[config.mk]
export PLATFORM = sky130hd
export DESIGN_NAME = analog_input_conditioning
export DESIGN_NICKNAME = d
export VERILOG_FILES = /design/src/hw/analog_cond_pkg.sv /design/src/hw/sample_fifo_if.sv /design/src/hw/sample_fifo.sv /design/src/hw/analog_input_conditioning.sv
export SDC_FILE = /design/constraint.sdc
export NUM_CORES = 2
export LEC_CHECK = 0
export BUFFER_PORTS_ARGS = -buffer_cell sky130_fd_sc_hd__buf_2
export CAP_MARGIN = 10
export CORE_ASPECT_RATIO = 0.6
export CORE_MARGIN = 2
export CORE_UTILIZATION = 65
export DETAILED_ROUTE_END_ITERATION = 10
export PLACE_DENSITY = 0.78
export SLEW_MARGIN = 10
export SYNTH_ARGS = -nofsm -noshare
export SYNTH_HDL_FRONTEND = slang
export SYNTH_HIERARCHICAL = 1
export SYNTH_SLANG_ARGS = --single-unit
[constraint.sdc]
create_clock -name clk -period 36.7 [get_ports clk]
set_clock_uncertainty 0.15 [all_clocks]
set_input_delay 7.34 -clock clk [delete_from_list [all_inputs] [get_ports clk]]
set_output_delay 7.34 -clock clk [all_outputs]
set_load 0.01 [all_outputs]
[src/hw/analog_cond_pkg.sv]
package analog_cond_pkg;

	// data widths
	localparam int MV_W     = 16;
	localparam int SAMPLE_W = 17;
	localparam int FIFO_DEPTH = 16;

	// parameter addresses
	localparam logic [15:0] ADDR_PRIMARY_VOLT   = 16'h0902;
	localparam logic [15:0] ADDR_SECONDARY_VOLT = 16'h090A;
	localparam logic [15:0] ADDR_DEAD_WINDOW    = 16'h0912;
	localparam logic [15:0] ADDR_INPUT_OFFSET   = 16'h0916;
	localparam logic [15:0] ADDR_MAX_SPEED      = 16'h1204;
	localparam logic [15:0] ADDR_CURRENT_SCALE  = 16'h2006;
	localparam logic [15:0] ADDR_SPEED_SCALE    = 16'h2106;

	// reset values
	localparam logic [15:0] RST_DEAD_WINDOW   = 16'h0000;
	localparam logic [15:0] RST_INPUT_OFFSET  = 16'h0000;
	localparam logic [15:0] RST_CURRENT_SCALE = 16'h012C;
	localparam logic [15:0] RST_SPEED_SCALE   = 16'h0BB8;
	localparam logic [15:0] RST_MAX_SPEED     = 16'h3390;

	// value ranges
	localparam logic signed [15:0] INPUT_MV_MAX = 16'sh2710;
	localparam logic signed [15:0] OFFSET_MAX   = 16'sh1388;
	localparam logic [15:0]        WINDOW_MAX   = 16'h03E8;
	localparam logic signed [15:0] SCALE_MAX    = 16'sh7530;
	localparam logic [15:0]        SPEED_MAX    = 16'h3390;

	// millivolts at full scale, the divisor of the setpoint
	localparam logic signed [31:0] FULL_SCALE_MV = 32'sh0000_2710;

	// sample word layout
	localparam int SAMPLE_CH_BIT = 16;

	typedef enum logic [2:0] {
		ST_IDLE = 3'b001,
		ST_CALC = 3'b010,
		ST_SEND = 3'b100
	} cond_state_t;

endpackage

[src/hw/sample_fifo_if.sv]
`timescale 1ns/1ns
interface sample_fifo_if #(
	parameter int WIDTH = 17
);
	logic             wr_valid;
	logic             wr_ready;
	logic [WIDTH-1:0] wr_data;
	logic             rd_valid;
	logic             rd_ready;
	logic [WIDTH-1:0] rd_data;

	modport fifo (
		input  wr_valid,
		output wr_ready,
		input  wr_data,
		output rd_valid,
		input  rd_ready,
		output rd_data
	);
	modport user (
		output wr_valid,
		input  wr_ready,
		output wr_data,
		input  rd_valid,
		output rd_ready,
		input  rd_data
	);
endinterface

[src/hw/sample_fifo.sv]
`timescale 1ns/1ns
module sample_fifo #(
	parameter int WIDTH = 17,
	parameter int DEPTH = 16
) (
	// clock and reset
	input  wire logic clk,
	input  wire logic sys_rst,
	// both sides
	sample_fifo_if.fifo port
);
	localparam int AW = $clog2(DEPTH);

	logic [WIDTH-1:0] mem_r [DEPTH];
	logic [AW-1:0]    wp_r;
	logic [AW-1:0]    wp_nxt;
	logic [AW-1:0]    rp_r;
	logic [AW-1:0]    rp_nxt;
	logic [AW:0]      cnt_r;
	logic [AW:0]      cnt_nxt;
	logic             push;
	logic             pop;

	// full and empty come straight from the count
	assign port.wr_ready = (cnt_r != (AW+1)'(DEPTH));
	assign port.rd_valid = (cnt_r != '0);
	assign port.rd_data  = mem_r[rp_r];
	assign push = port.wr_valid && port.wr_ready;
	assign pop  = port.rd_valid && port.rd_ready;

	// pointers wrap at the depth, which need not be a power of two
	always_comb begin
		wp_nxt  = wp_r;
		rp_nxt  = rp_r;
		cnt_nxt = cnt_r;
		if (push) begin
			wp_nxt = (wp_r == AW'(DEPTH-1)) ? '0 : wp_r + 1'b1;
		end
		if (pop) begin
			rp_nxt = (rp_r == AW'(DEPTH-1)) ? '0 : rp_r + 1'b1;
		end
		if (push && !pop) begin
			cnt_nxt = cnt_r + 1'b1;
		end else if (pop && !push) begin
			cnt_nxt = cnt_r - 1'b1;
		end
	end

	// storage needs no reset, only the pointers and the count do
	always_ff @(posedge clk) begin
		if (push) begin
			mem_r[wp_r] <= port.wr_data;
		end
		if (sys_rst) begin
			wp_r  <= '0;
			rp_r  <= '0;
			cnt_r <= '0;
		end else begin
			wp_r  <= wp_nxt;
			rp_r  <= rp_nxt;
			cnt_r <= cnt_nxt;
		end
	end
endmodule

[src/hw/analog_input_conditioning.sv]
`timescale 1ns/1ns
//Contract
//- each channel spans -10 V to +10 V as signed 16-bit millivolts
//- primary readback is read-only signed mV, clamped to +-10000
//- secondary channel has its own read-only mV readback, same range
//- primary readback and setpoints use corrected voltage, not the raw sample
//- writable offset -5000..5000 mV added to primary sample, resets zero
//- dead window 0..1000 mV, default 0, forces small magnitudes to zero
//- offset is added before the dead window comparison
//- corrected primary voltage feeds current or speed control reference
//- current scale -30000..30000, default 300, setpoint at +10 V
//- speed scale -30000..30000, default 3000, setpoint at +10 V
//- a negative scale inverts the setpoint polarity
//- speed setpoint is clamped to the maximum speed limit
//- maximum speed is unsigned rpm up to 13200, default motor maximum
module analog_input_conditioning #(
	parameter logic [15:0] MOTOR_MAX_SPEED = analog_cond_pkg::RST_MAX_SPEED,
	parameter int          FIFO_DEPTH      = analog_cond_pkg::FIFO_DEPTH
) (
	// clock and reset
	input  wire logic               clk,
	input  wire logic               sys_rst,
	// converter sample stream
	input  wire logic               adc_valid,
	output wire logic               adc_ready,
	input  wire logic               adc_channel,
	input  wire logic signed [15:0] adc_mv,
	// parameter port
	input  wire logic        [15:0] par_addr,
	input  wire logic               par_wr_en,
	input  wire logic               par_rd_en,
	input  wire logic        [15:0] par_wdata,
	output logic             [15:0] par_rdata,
	output logic                    par_rd_valid,
	output logic                    par_err,
	// setpoint stream to the control loops
	output wire logic               sp_valid,
	input  wire logic               sp_ready,
	output logic signed      [15:0] reference_mv,
	output logic signed      [15:0] current_setpoint,
	output logic signed      [15:0] speed_setpoint
);

	// clamp a wide signed value into a symmetric signed range
	function automatic logic signed [15:0] clamp_sym(
		input logic signed [31:0] v,
		input logic signed [15:0] lim
	);
		logic signed [31:0] hi;
		hi = 32'(lim);
		if (v > hi) begin
			clamp_sym = lim;
		end else if (v < -hi) begin
			clamp_sym = -lim;
		end else begin
			clamp_sym = 16'(v);
		end
	endfunction

	// sample buffer between converter and arithmetic
	sample_fifo_if #(.WIDTH(analog_cond_pkg::SAMPLE_W)) fq ();

	sample_fifo #(
		.WIDTH (analog_cond_pkg::SAMPLE_W),
		.DEPTH (FIFO_DEPTH)
	) u_fifo (
		.clk     (clk),
		.sys_rst (sys_rst),
		.port    (fq.fifo)
	);

	// the converter stalls once the buffer is full
	// the buffer absorbs bursts while a slow consumer holds a setpoint;
	// a sample is never dropped, the converter must hold it instead
	assign fq.wr_valid = adc_valid;
	assign fq.wr_data  = {adc_channel, adc_mv};
	assign adc_ready   = fq.wr_ready;

	// settings
	logic        [15:0] win_r;
	logic        [15:0] win_nxt;
	logic signed [15:0] offset_r;
	logic signed [15:0] offset_nxt;
	logic signed [15:0] i_scale_r;
	logic signed [15:0] i_scale_nxt;
	logic signed [15:0] n_scale_r;
	logic signed [15:0] n_scale_nxt;
	logic        [15:0] nmax_r;
	logic        [15:0] nmax_nxt;

	// readbacks and pipeline
	logic signed [15:0] prim_r;
	logic signed [15:0] prim_nxt;
	logic signed [15:0] sec_r;
	logic signed [15:0] sec_nxt;
	logic signed [15:0] sample_r;
	logic signed [15:0] sample_nxt;
	logic signed [15:0] cur_r;
	logic signed [15:0] cur_nxt;
	logic signed [15:0] spd_r;
	logic signed [15:0] spd_nxt;
	analog_cond_pkg::cond_state_t state_r;
	analog_cond_pkg::cond_state_t state_nxt;

	// parameter port answers
	logic        [15:0] rdata_nxt;
	logic               rvalid_nxt;
	logic               err_nxt;

	// arithmetic terms
	logic signed [15:0] in_lim;
	logic signed [15:0] sec_lim;
	logic signed [15:0] with_off;
	logic signed [15:0] magnitude;
	logic signed [15:0] corrected;
	logic signed [31:0] i_prod;
	logic signed [31:0] n_prod;
	logic signed [15:0] n_raw;
	logic signed [15:0] nmax_s;
	logic signed [15:0] wval;

	assign wval   = $signed(par_wdata);
	assign nmax_s = $signed(nmax_r);

	// input range limits on both channels, one limiter per channel
	// the converter may overshoot the span, so the limit comes first
	logic signed [15:0] ch_raw [2];
	logic signed [15:0] ch_lim [2];
	assign ch_raw[0] = sample_r;
	assign ch_raw[1] = $signed(fq.rd_data[15:0]);
	for (genvar ch = 0; ch < 2; ch++) begin : g_lim
		assign ch_lim[ch] = clamp_sym(32'(ch_raw[ch]), analog_cond_pkg::INPUT_MV_MAX);
	end
	assign in_lim  = ch_lim[0];
	assign sec_lim = ch_lim[1];

	// offset first, then the window around zero of the shifted value
	// the shifted value is limited again so the readback keeps its range
	// the window edge itself counts as inside and reads as zero
	assign with_off  = clamp_sym(32'(in_lim) + 32'(offset_r),
		analog_cond_pkg::INPUT_MV_MAX);
	assign magnitude = with_off[15] ? -with_off : with_off;
	assign corrected = ($unsigned(magnitude) <= win_r) ? '0 : with_off;

	// linear scaling; division truncates toward zero, so inversion is exact
	// products stay within 32 bits: 10000 times 30000 is well below 2^31
	// the extra clamp never acts: even at the scale limits the quotient is at most 30000
	assign i_prod = (32'(corrected) * 32'(i_scale_r)) / analog_cond_pkg::FULL_SCALE_MV;
	assign n_prod = (32'(corrected) * 32'(n_scale_r)) / analog_cond_pkg::FULL_SCALE_MV;
	assign n_raw  = clamp_sym(n_prod, analog_cond_pkg::SCALE_MAX);

	// pipeline: pop a sample, compute, hold the result until taken
	// secondary samples are absorbed in idle without a setpoint, so a stream of them
	// stalls while a primary sample is in ST_CALC or ST_SEND, and longer while its consumer is not ready
	// limitation: a primary sample costs at least three cycles
	always_comb begin
		state_nxt  = state_r;
		sample_nxt = sample_r;
		prim_nxt   = prim_r;
		sec_nxt    = sec_r;
		cur_nxt    = cur_r;
		spd_nxt    = spd_r;
		case (state_r)
			analog_cond_pkg::ST_IDLE: begin
				if (fq.rd_valid) begin
					if (fq.rd_data[analog_cond_pkg::SAMPLE_CH_BIT]) begin
						sec_nxt = sec_lim;
					end else begin
						sample_nxt = $signed(fq.rd_data[15:0]);
						state_nxt  = analog_cond_pkg::ST_CALC;
					end
				end
			end
			analog_cond_pkg::ST_CALC: begin
				prim_nxt = corrected;
				cur_nxt  = clamp_sym(i_prod, analog_cond_pkg::SCALE_MAX);
				spd_nxt  = clamp_sym(32'(n_raw), nmax_s);
				state_nxt = analog_cond_pkg::ST_SEND;
			end
			analog_cond_pkg::ST_SEND: begin
				if (sp_ready) begin
					state_nxt = analog_cond_pkg::ST_IDLE;
				end
			end
			default: begin
				state_nxt = analog_cond_pkg::ST_IDLE;
			end
		endcase
	end

	// a waiting consumer holds the pipeline, which backs up the buffer
	assign fq.rd_ready = (state_r == analog_cond_pkg::ST_IDLE);
	assign sp_valid    = (state_r == analog_cond_pkg::ST_SEND);

	always_ff @(posedge clk) begin
		if (sys_rst) begin
			state_r  <= analog_cond_pkg::ST_IDLE;
			sample_r <= '0;
			prim_r   <= '0;
			sec_r    <= '0;
			cur_r    <= '0;
			spd_r    <= '0;
		end else begin
			state_r  <= state_nxt;
			sample_r <= sample_nxt;
			prim_r   <= prim_nxt;
			sec_r    <= sec_nxt;
			cur_r    <= cur_nxt;
			spd_r    <= spd_nxt;
		end
	end

	assign reference_mv     = prim_r;
	assign current_setpoint = cur_r;
	assign speed_setpoint   = spd_r;

	// writes: out-of-range values are refused whole rather than clipped
	// clipping would hide a software fault; the error pulse reports it
	// and the old setting keeps working meanwhile
	always_comb begin
		win_nxt     = win_r;
		offset_nxt  = offset_r;
		i_scale_nxt = i_scale_r;
		n_scale_nxt = n_scale_r;
		nmax_nxt    = nmax_r;
		err_nxt     = 1'b0;
		if (par_wr_en) begin
			case (par_addr)
				analog_cond_pkg::ADDR_DEAD_WINDOW: begin
					if (par_wdata <= analog_cond_pkg::WINDOW_MAX) begin
						win_nxt = par_wdata;
					end else begin
						err_nxt = 1'b1;
					end
				end
				analog_cond_pkg::ADDR_INPUT_OFFSET: begin
					if (wval <= analog_cond_pkg::OFFSET_MAX && wval >= -analog_cond_pkg::OFFSET_MAX) begin
						offset_nxt = wval;
					end else begin
						err_nxt = 1'b1;
					end
				end
				analog_cond_pkg::ADDR_CURRENT_SCALE: begin
					if (wval <= analog_cond_pkg::SCALE_MAX && wval >= -analog_cond_pkg::SCALE_MAX) begin
						i_scale_nxt = wval;
					end else begin
						err_nxt = 1'b1;
					end
				end
				analog_cond_pkg::ADDR_SPEED_SCALE: begin
					if (wval <= analog_cond_pkg::SCALE_MAX && wval >= -analog_cond_pkg::SCALE_MAX) begin
						n_scale_nxt = wval;
					end else begin
						err_nxt = 1'b1;
					end
				end
				analog_cond_pkg::ADDR_MAX_SPEED: begin
					if (par_wdata <= analog_cond_pkg::SPEED_MAX) begin
						nmax_nxt = par_wdata;
					end else begin
						err_nxt = 1'b1;
					end
				end
				// readbacks are read-only, unknown addresses are errors
				default: begin
					err_nxt = 1'b1;
				end
			endcase
		end
	end

	// reads: answer one cycle later, unmapped reads give zero and an error
	// read data is zero outside the answer cycle, so a wide or-bus
	// of several blocks may merge answers without extra muxing
	always_comb begin
		rdata_nxt  = '0;
		rvalid_nxt = par_rd_en;
		if (par_rd_en) begin
			case (par_addr)
				analog_cond_pkg::ADDR_PRIMARY_VOLT:   rdata_nxt = prim_r;
				analog_cond_pkg::ADDR_SECONDARY_VOLT: rdata_nxt = sec_r;
				analog_cond_pkg::ADDR_DEAD_WINDOW:    rdata_nxt = win_r;
				analog_cond_pkg::ADDR_INPUT_OFFSET:   rdata_nxt = offset_r;
				analog_cond_pkg::ADDR_CURRENT_SCALE:  rdata_nxt = i_scale_r;
				analog_cond_pkg::ADDR_SPEED_SCALE:    rdata_nxt = n_scale_r;
				analog_cond_pkg::ADDR_MAX_SPEED:      rdata_nxt = nmax_r;
				default: begin
					rdata_nxt = '0;
				end
			endcase
		end
	end

	// a bad read raises the same error pulse as a bad write
	logic rd_bad;
	always_comb begin
		rd_bad = 1'b0;
		if (par_rd_en) begin
			case (par_addr)
				analog_cond_pkg::ADDR_PRIMARY_VOLT,
				analog_cond_pkg::ADDR_SECONDARY_VOLT,
				analog_cond_pkg::ADDR_DEAD_WINDOW,
				analog_cond_pkg::ADDR_INPUT_OFFSET,
				analog_cond_pkg::ADDR_CURRENT_SCALE,
				analog_cond_pkg::ADDR_SPEED_SCALE,
				analog_cond_pkg::ADDR_MAX_SPEED: rd_bad = 1'b0;
				default: begin
					rd_bad = 1'b1;
				end
			endcase
		end
	end

	// settings survive everything but reset
	// the answer registers share this process since they reset together
	// and are clocked on the same edge as the settings themselves
	always_ff @(posedge clk) begin
		if (sys_rst) begin
			win_r        <= analog_cond_pkg::RST_DEAD_WINDOW;
			offset_r     <= analog_cond_pkg::RST_INPUT_OFFSET;
			i_scale_r    <= analog_cond_pkg::RST_CURRENT_SCALE;
			n_scale_r    <= analog_cond_pkg::RST_SPEED_SCALE;
			nmax_r       <= MOTOR_MAX_SPEED;
			par_rdata    <= '0;
			par_rd_valid <= 1'b0;
			par_err      <= 1'b0;
		end else begin
			win_r        <= win_nxt;
			offset_r     <= offset_nxt;
			i_scale_r    <= i_scale_nxt;
			n_scale_r    <= n_scale_nxt;
			nmax_r       <= nmax_nxt;
			par_rdata    <= rdata_nxt;
			par_rd_valid <= rvalid_nxt;
			par_err      <= err_nxt || rd_bad;
		end
	end

endmodule

; Yosys cells after proc, flatten, opt, wreduce, memory -nomap -nowiden
; Memories as Yosys holds them, arrays and structs flattened. A register that Yosys moved wholly into a read port is not among the register bits.
; Cells that the tools add are included.
; Widths: inputs -> output; s select.
[word_totals]
regBits = 194
ram_bits = 272
inputBits = 55
out_inout_bits = 68
word_cells = 124
memories = 1
[mem_list]
columns = name, words, word_bits, read_ports, rd_clocked_by_memory_dff, wr, line
row1 = u_fifo.mem_r, 16, 17, 1, 1, 1, sample_fifo.sv:14  ; logic [WIDTH-1:0] mem_r [DEPTH];
[op_classes]
n_addsub = 8
multipliers = 2
div = 2
n_lt_le_gt_ge = 19
n_eq_ne = 16
muxes = 35
n_bitwise = 2
n_reduce_logical = 22
[ops]
columns = cell, n
row1 = $mux 16, 14
row2 = $pmux 16 s7, 1
row3 = $div 32x15->32 const B, 2
row4 = $eq 16x12->1 const B, 4
row5 = $gt 32x16->1 const B, 2
row6 = $lt 32x16->1 const B, 2
row7 = $mul 16x16->32, 2
row8 = $eq 16x14->1 const B, 2
row9 = $gt 16x15->1 const B, 2
row10 = $le 16x14->1 const B, 2
row11 = $lt 16x15->1 const B, 2
row12 = $lt 16x32->1, 1
row13 = $neg 16->16, 2
row14 = $neg 16->32, 1
row15 = $reduce_and 3->1, 8
row16 = $add 16x16->17, 1
row17 = $gt 17x15->1 const B, 1
row18 = $lt 17x15->1 const B, 1
row19 = $eq 16x13->1 const B, 1
row20 = $ge 16x14->1 const B, 1
row21 = $ge 16x16->1 const B, 1
row22 = $gt 16x16->1, 1
row23 = $le 16x10->1 const B, 1
row24 = $le 16x16->1, 1
row25 = other kinds (25), 50

; Depth between registers and ports, before layout
[depth]
ltp_word = 19
mapped_depth = 172
depth_no_buf = 153

; Cells and area by module
; The synthesis kept the hierarchy.
[by_module_without_submodules]
columns = mod, n_inst, cells_per_inst, area_each_um2
row1 = analog_input_conditioning, 1, 6268, 50250.7
row2 = sample_fifo, 1, 528, 11172.0

; Least setup slack after synthesis
; OpenSTA, ideal clock, no wires.
[synth_timing]
path_type = register -> register
from = register sample_r[8]
to = register spd_r[14] (netlist: speed_setpoint[14])
setup_time_ns = 0.070
t_arrival_ns = 33.023
setup_slack_ns = 3.456
stages_incl_launch_ff = 163
synth_period_minus_slack_ns = 33.244
path_cell_list = dfxtp_1 > nor3_1 > a21oi_1 > o211ai_1 > ha_1 > clkbuf_1 > nor2_1 > and2_1 > ha_1 > inv_1 > fa_1 > nand2b_1 > a21oi_4 > nor3_1 > or2_1 > a22oi_1 > xor2_1 > a31o_2 > (+127 left out) > nand2b_1 > a21oi_1 > nor2b_1 > o21ai_0 > nand2b_1 > a21oi_1 > nor2b_1 > o21ai_0 > nand2b_1 > and3_1 > o22ai_1 > a31oi_1 > and2_2 > clkinv_4 > mux2_2 > a22oi_1 > o21ai_0 > a21oi_1
[synth_between]
elab_chain_cells = 19
elab_cells_between_ends = 23
[synth_rtl]
columns = item, line
row1 = start: declaration, analog_input_conditioning.sv:96  ; logic signed [15:0] sample_r;
row2 = start signal: assignment, analog_input_conditioning.sv:205  ; sample_r <= sample_nxt;
row3 = $lt 16x15->1, analog_input_conditioning.sv:53  ; end else if (v < -hi) begin
row4 = $mux 16, analog_input_conditioning.sv:53
row5 = $mux 16 *, analog_input_conditioning.sv:51  ; if (v > hi) begin
row6 = $add 16x16->17 *, analog_input_conditioning.sv:140  ; assign with_off = clamp_sym(32'(in_lim) + 32'(offset_r),
row7 = $lt 17x15->1, analog_input_conditioning.sv:53
row8 = $mux 16, analog_input_conditioning.sv:53
row9 = $mux 16 *, analog_input_conditioning.sv:51
row10 = $neg 16->16, analog_input_conditioning.sv:142  ; assign magnitude = with_off[15] ? -with_off : with_off;
row11 = (+3 left out), --
row12 = $mul 16x16->32 *, analog_input_conditioning.sv:149  ; assign n_prod = (32'(corrected) * 32'(n_scale_r)) / analog_cond_pkg::FULL_SCALE_MV;
row13 = $div 32x15->32 *, analog_input_conditioning.sv:149
row14 = $lt 32x16->1, analog_input_conditioning.sv:53
row15 = $mux 16, analog_input_conditioning.sv:53
row16 = $mux 16 *, analog_input_conditioning.sv:51
row17 = $lt 16x32->1, analog_input_conditioning.sv:53
row18 = $mux 16, analog_input_conditioning.sv:53
row19 = $mux 16 *, analog_input_conditioning.sv:51
row20 = end signal: assignment, analog_input_conditioning.sv:209  ; spd_r <= spd_nxt;
row21 = end: declaration, analog_input_conditioning.sv:100  ; logic signed [15:0] spd_r;
; Mark *: on every way between the ends. The rest lies on a longest branch, timed or not.
; A chain may end at the register's enable or synchronous reset.

; Final worst setup path
[layout_timing]
from = register sample_r[0]
to = register spd_r[8] (netlist: speed_setpoint[8])
; Same word-level chain as after synthesis.

==> flow_metrics.tcl <==
set metrics [dict create \
    cp_data_arrival_time_ns 35.61 \
    cap_violations 0 \
    critPathKind "flip-flop to flip-flop" \
    synth_ff_type "edfxtp_1" \
    fin_ws_ns 1.42 \
    async_flop_share 0 \
    ys_warn_count 6 \
    slowest_delay_ns 0.57 \
    critPathLaunchType "flip-flop" \
    grt_overflow 0 \
    crit_top_cell "a21oi_1" \
    vias_per_cell 6.68 \
    num_io_pins 123 \
    ant_nets 0 \
    ys_ff_latch 470 \
    post_dp_cell_area_um2 64000 \
    syn_inst 6796 \
    dp_cells 8109 \
    place_congestion 1.04 \
    die_h_um 242 \
    fillers 7269 \
    io_buffer_count 122 \
    dieArea_um2 97100 \
    grt_pass1_wl_mm 306 \
    grt_pass1_vias 52227 \
    drive_gt1_frac 0.170 \
    clockBufferDepth 3 \
    ctsHoldBuffers 0 \
    fin_crit_ns 35.28 \
    pre_cts_ws_ns -0.166 \
    die_x_um 401 \
    wl_per_cell_um 23.8 \
    layout.nets 7801 \
    clock_sinks 470 \
    via_count 55128 \
    grt_max_degree 87 \
    remaining_drc_errors 0 \
    status "complete, no violations" \
    cts_made_buffers 44 \
    finalSetupViolations 0 \
    hold_class "flip-flop to flip-flop" \
    htreeDepth 2 \
    worst_pin_slew_ns 1.25 \
    drt-total-wl_mm 197 \
    clock_latency_ns 0.62 \
    grt_antenna_before_repair 1 \
    rows 87 \
    slowest_stage "or4_4" \
    final.period_utilization 0.961 \
    relSlewSlack 0.163 \
    drt_iter0_drc 7166 \
    critical_path.max_fanout 17 \
    syn2layout_area_growth_pct 8.95 \
    crit_path_end_kind "flip-flop" \
    finalInstanceArea_um2 66900 \
    tritoncts "done" \
    clockRootBuffer "clkbuf_16" \
    start_util 0.655 \
    ys_types 202 \
    critical_path_required_ns 37.03 \
    coreArea_um2 93800 \
    postSynthAreaPerCell_um2 9.04 \
    finalHoldViolations 0 \
    drtPass1Iterations 6 \
    fin_cells 8258 \
    synth_area_um2 61400 \
    dp_hpwl_mm 152 \
    globalRouteTotalUtil 0.397 \
    clk_pin_slew_ns 0.07 \
    rsz0062_at_grt "true" \
    synth-edff-count 272 \
    slew_violations 0 \
    finalSetupTns_ns 0 \
    ys_seq_area_frac 0.198 \
    timing.fmax_mhz 28.3 \
]
-- repair_timing --
action,4_1_cts,5_1_grt
pin swaps,1,43
resized for setup,6,184
gates cloned,0,2
endpoints found under the setup margin,11,32
buffers inserted,3,60
-- state kept, by name, summed over array words and instances, names as in the netlist, named ones only --
name	count
sample_r	16
i_scale_r	16
u_fifo/cnt_r	5
par_rdata	16
sec_r	16
offset_r	16
reference_mv	16
speed_setpoint	16
state_r	3
par_rd_valid	1
win_r	16
par_err	1
current_setpoint	16
nmax_r	16
u_fifo/rp_r	4
u_fifo/wp_r	4
n_scale_r	16
u_fifo/mem_r	272
-- kinds of logic after synthesis --
group                      synth area share
and+or+nand+nor                       0.193
muxes                                0.0547
DFF                                   0.198
xor gates and xnor gates             0.0548
AOI/OAI and AO/OA                     0.204
adders and majority gates             0.224
buffers and inverters                0.0718
other                             0.0000611
-- synth_stat cells (all sizes together) (76+ instances only) --
| cell | number | area [µm²] |
|---|---|---|
| a21oi | 333 | 1790 |
| inv | 712 | 2680 |
| nand3 | 136 | 716 |
| a211oi | 76 | 681 |
| o21ai | 266 | 1440 |
| nor2 | 453 | 1750 |
| dfxtp | 198 | 3960 |
| xnor2 | 249 | 2320 |
| edfxtp | 272 | 8170 |
| a21o | 88 | 682 |
| o211ai | 77 | 643 |
| and2 | 266 | 1700 |
| nand2 | 748 | 2840 |
| clkbuf | 219 | 1030 |
| ha | 246 | 3080 |
| a31oi | 83 | 647 |
| xor2 | 108 | 976 |
| buf | 84 | 654 |
| mux2i | 123 | 1260 |
| fa | 526 | 10500 |
| nor3 | 159 | 846 |
-- cells in the final DEF, fill, tap and decap left out, drive strengths merged, types with 73 or more instances in the layout --
cell type / n
nand2: 748
inv: 718
fa: 526
nor2: 453
buf: 434
a21oi: 333
edfxtp: 272
and2: 267
o21ai: 266
xnor2: 249
ha: 246
dfxtp: 198
nor3: 159
nand3: 136
mux2i: 123
xor2: 108
a21o: 88
a31oi: 83
o211ai: 77
a211oi: 76
nand2b: 73
-- layer usage --
layer / global-route usage / share of wire
met3: 0.106 / 0.14
met2: 0.540 / 0.39
met1: 0.627 / 0.44
met5: 0 / 0
met4: 0.0796 / 0.024
-- through the flow --
step           hold WS, ns   util
2_1_floorplan        0.278      -
3_3_place_gp         0.279  0.682
3_5_place_dp         0.281  0.682
4_1_cts              0.292  0.698
5_1_grt              0.314  0.713
6_report             0.290  0.713
-- cell type report --
cell class	count	area [µm²]	share of cell area
Multi-Input combinational cell	5309	46000	0.688
Sequential cell	470	12100	0.181
Timing Repair Buffer	434	3040	0.0455
Inverter	715	2710	0.0404
Tap cell	1246	1560	0.0233
Clock buffer	54	1150	0.0171
Clock inverter	27	304	0.00454
Antenna cell	3	7.51	0.000112
-- critical path: cells and delay by family (launching register included) --
family / cells / cell delay, ns
XOR/XNOR: 5 / 1.36
multiplexers: 3 / 0.69
flip-flops: 1 / 0.33
buffers and inverters: 15 / 2.14
AO/OA/AOI/OAI: 69 / 16.33
AND/OR/NAND/NOR: 49 / 9.23
adder cells (fa/ha/maj): 12 / 4.84
-- worst paths after layout --
check        slack [ns]                             start                          endpoint  depth (start not counted)
max reg2reg        1.42          sample_r[0]$_SDFFE_PP0P_    speed_setpoint[8]$_SDFFE_PP0P_                        153
min                0.29  current_setpoint[2]$_SDFFE_PP0P_  current_setpoint[2]$_SDFFE_PP0P_                          2
max                1.42          sample_r[0]$_SDFFE_PP0P_    speed_setpoint[8]$_SDFFE_PP0P_                        153
min reg2reg        0.29  current_setpoint[2]$_SDFFE_PP0P_  current_setpoint[2]$_SDFFE_PP0P_                          2
Power is not shown: default switching activity piles up to over one toggle a cycle in this logic, so the estimate is an artifact.
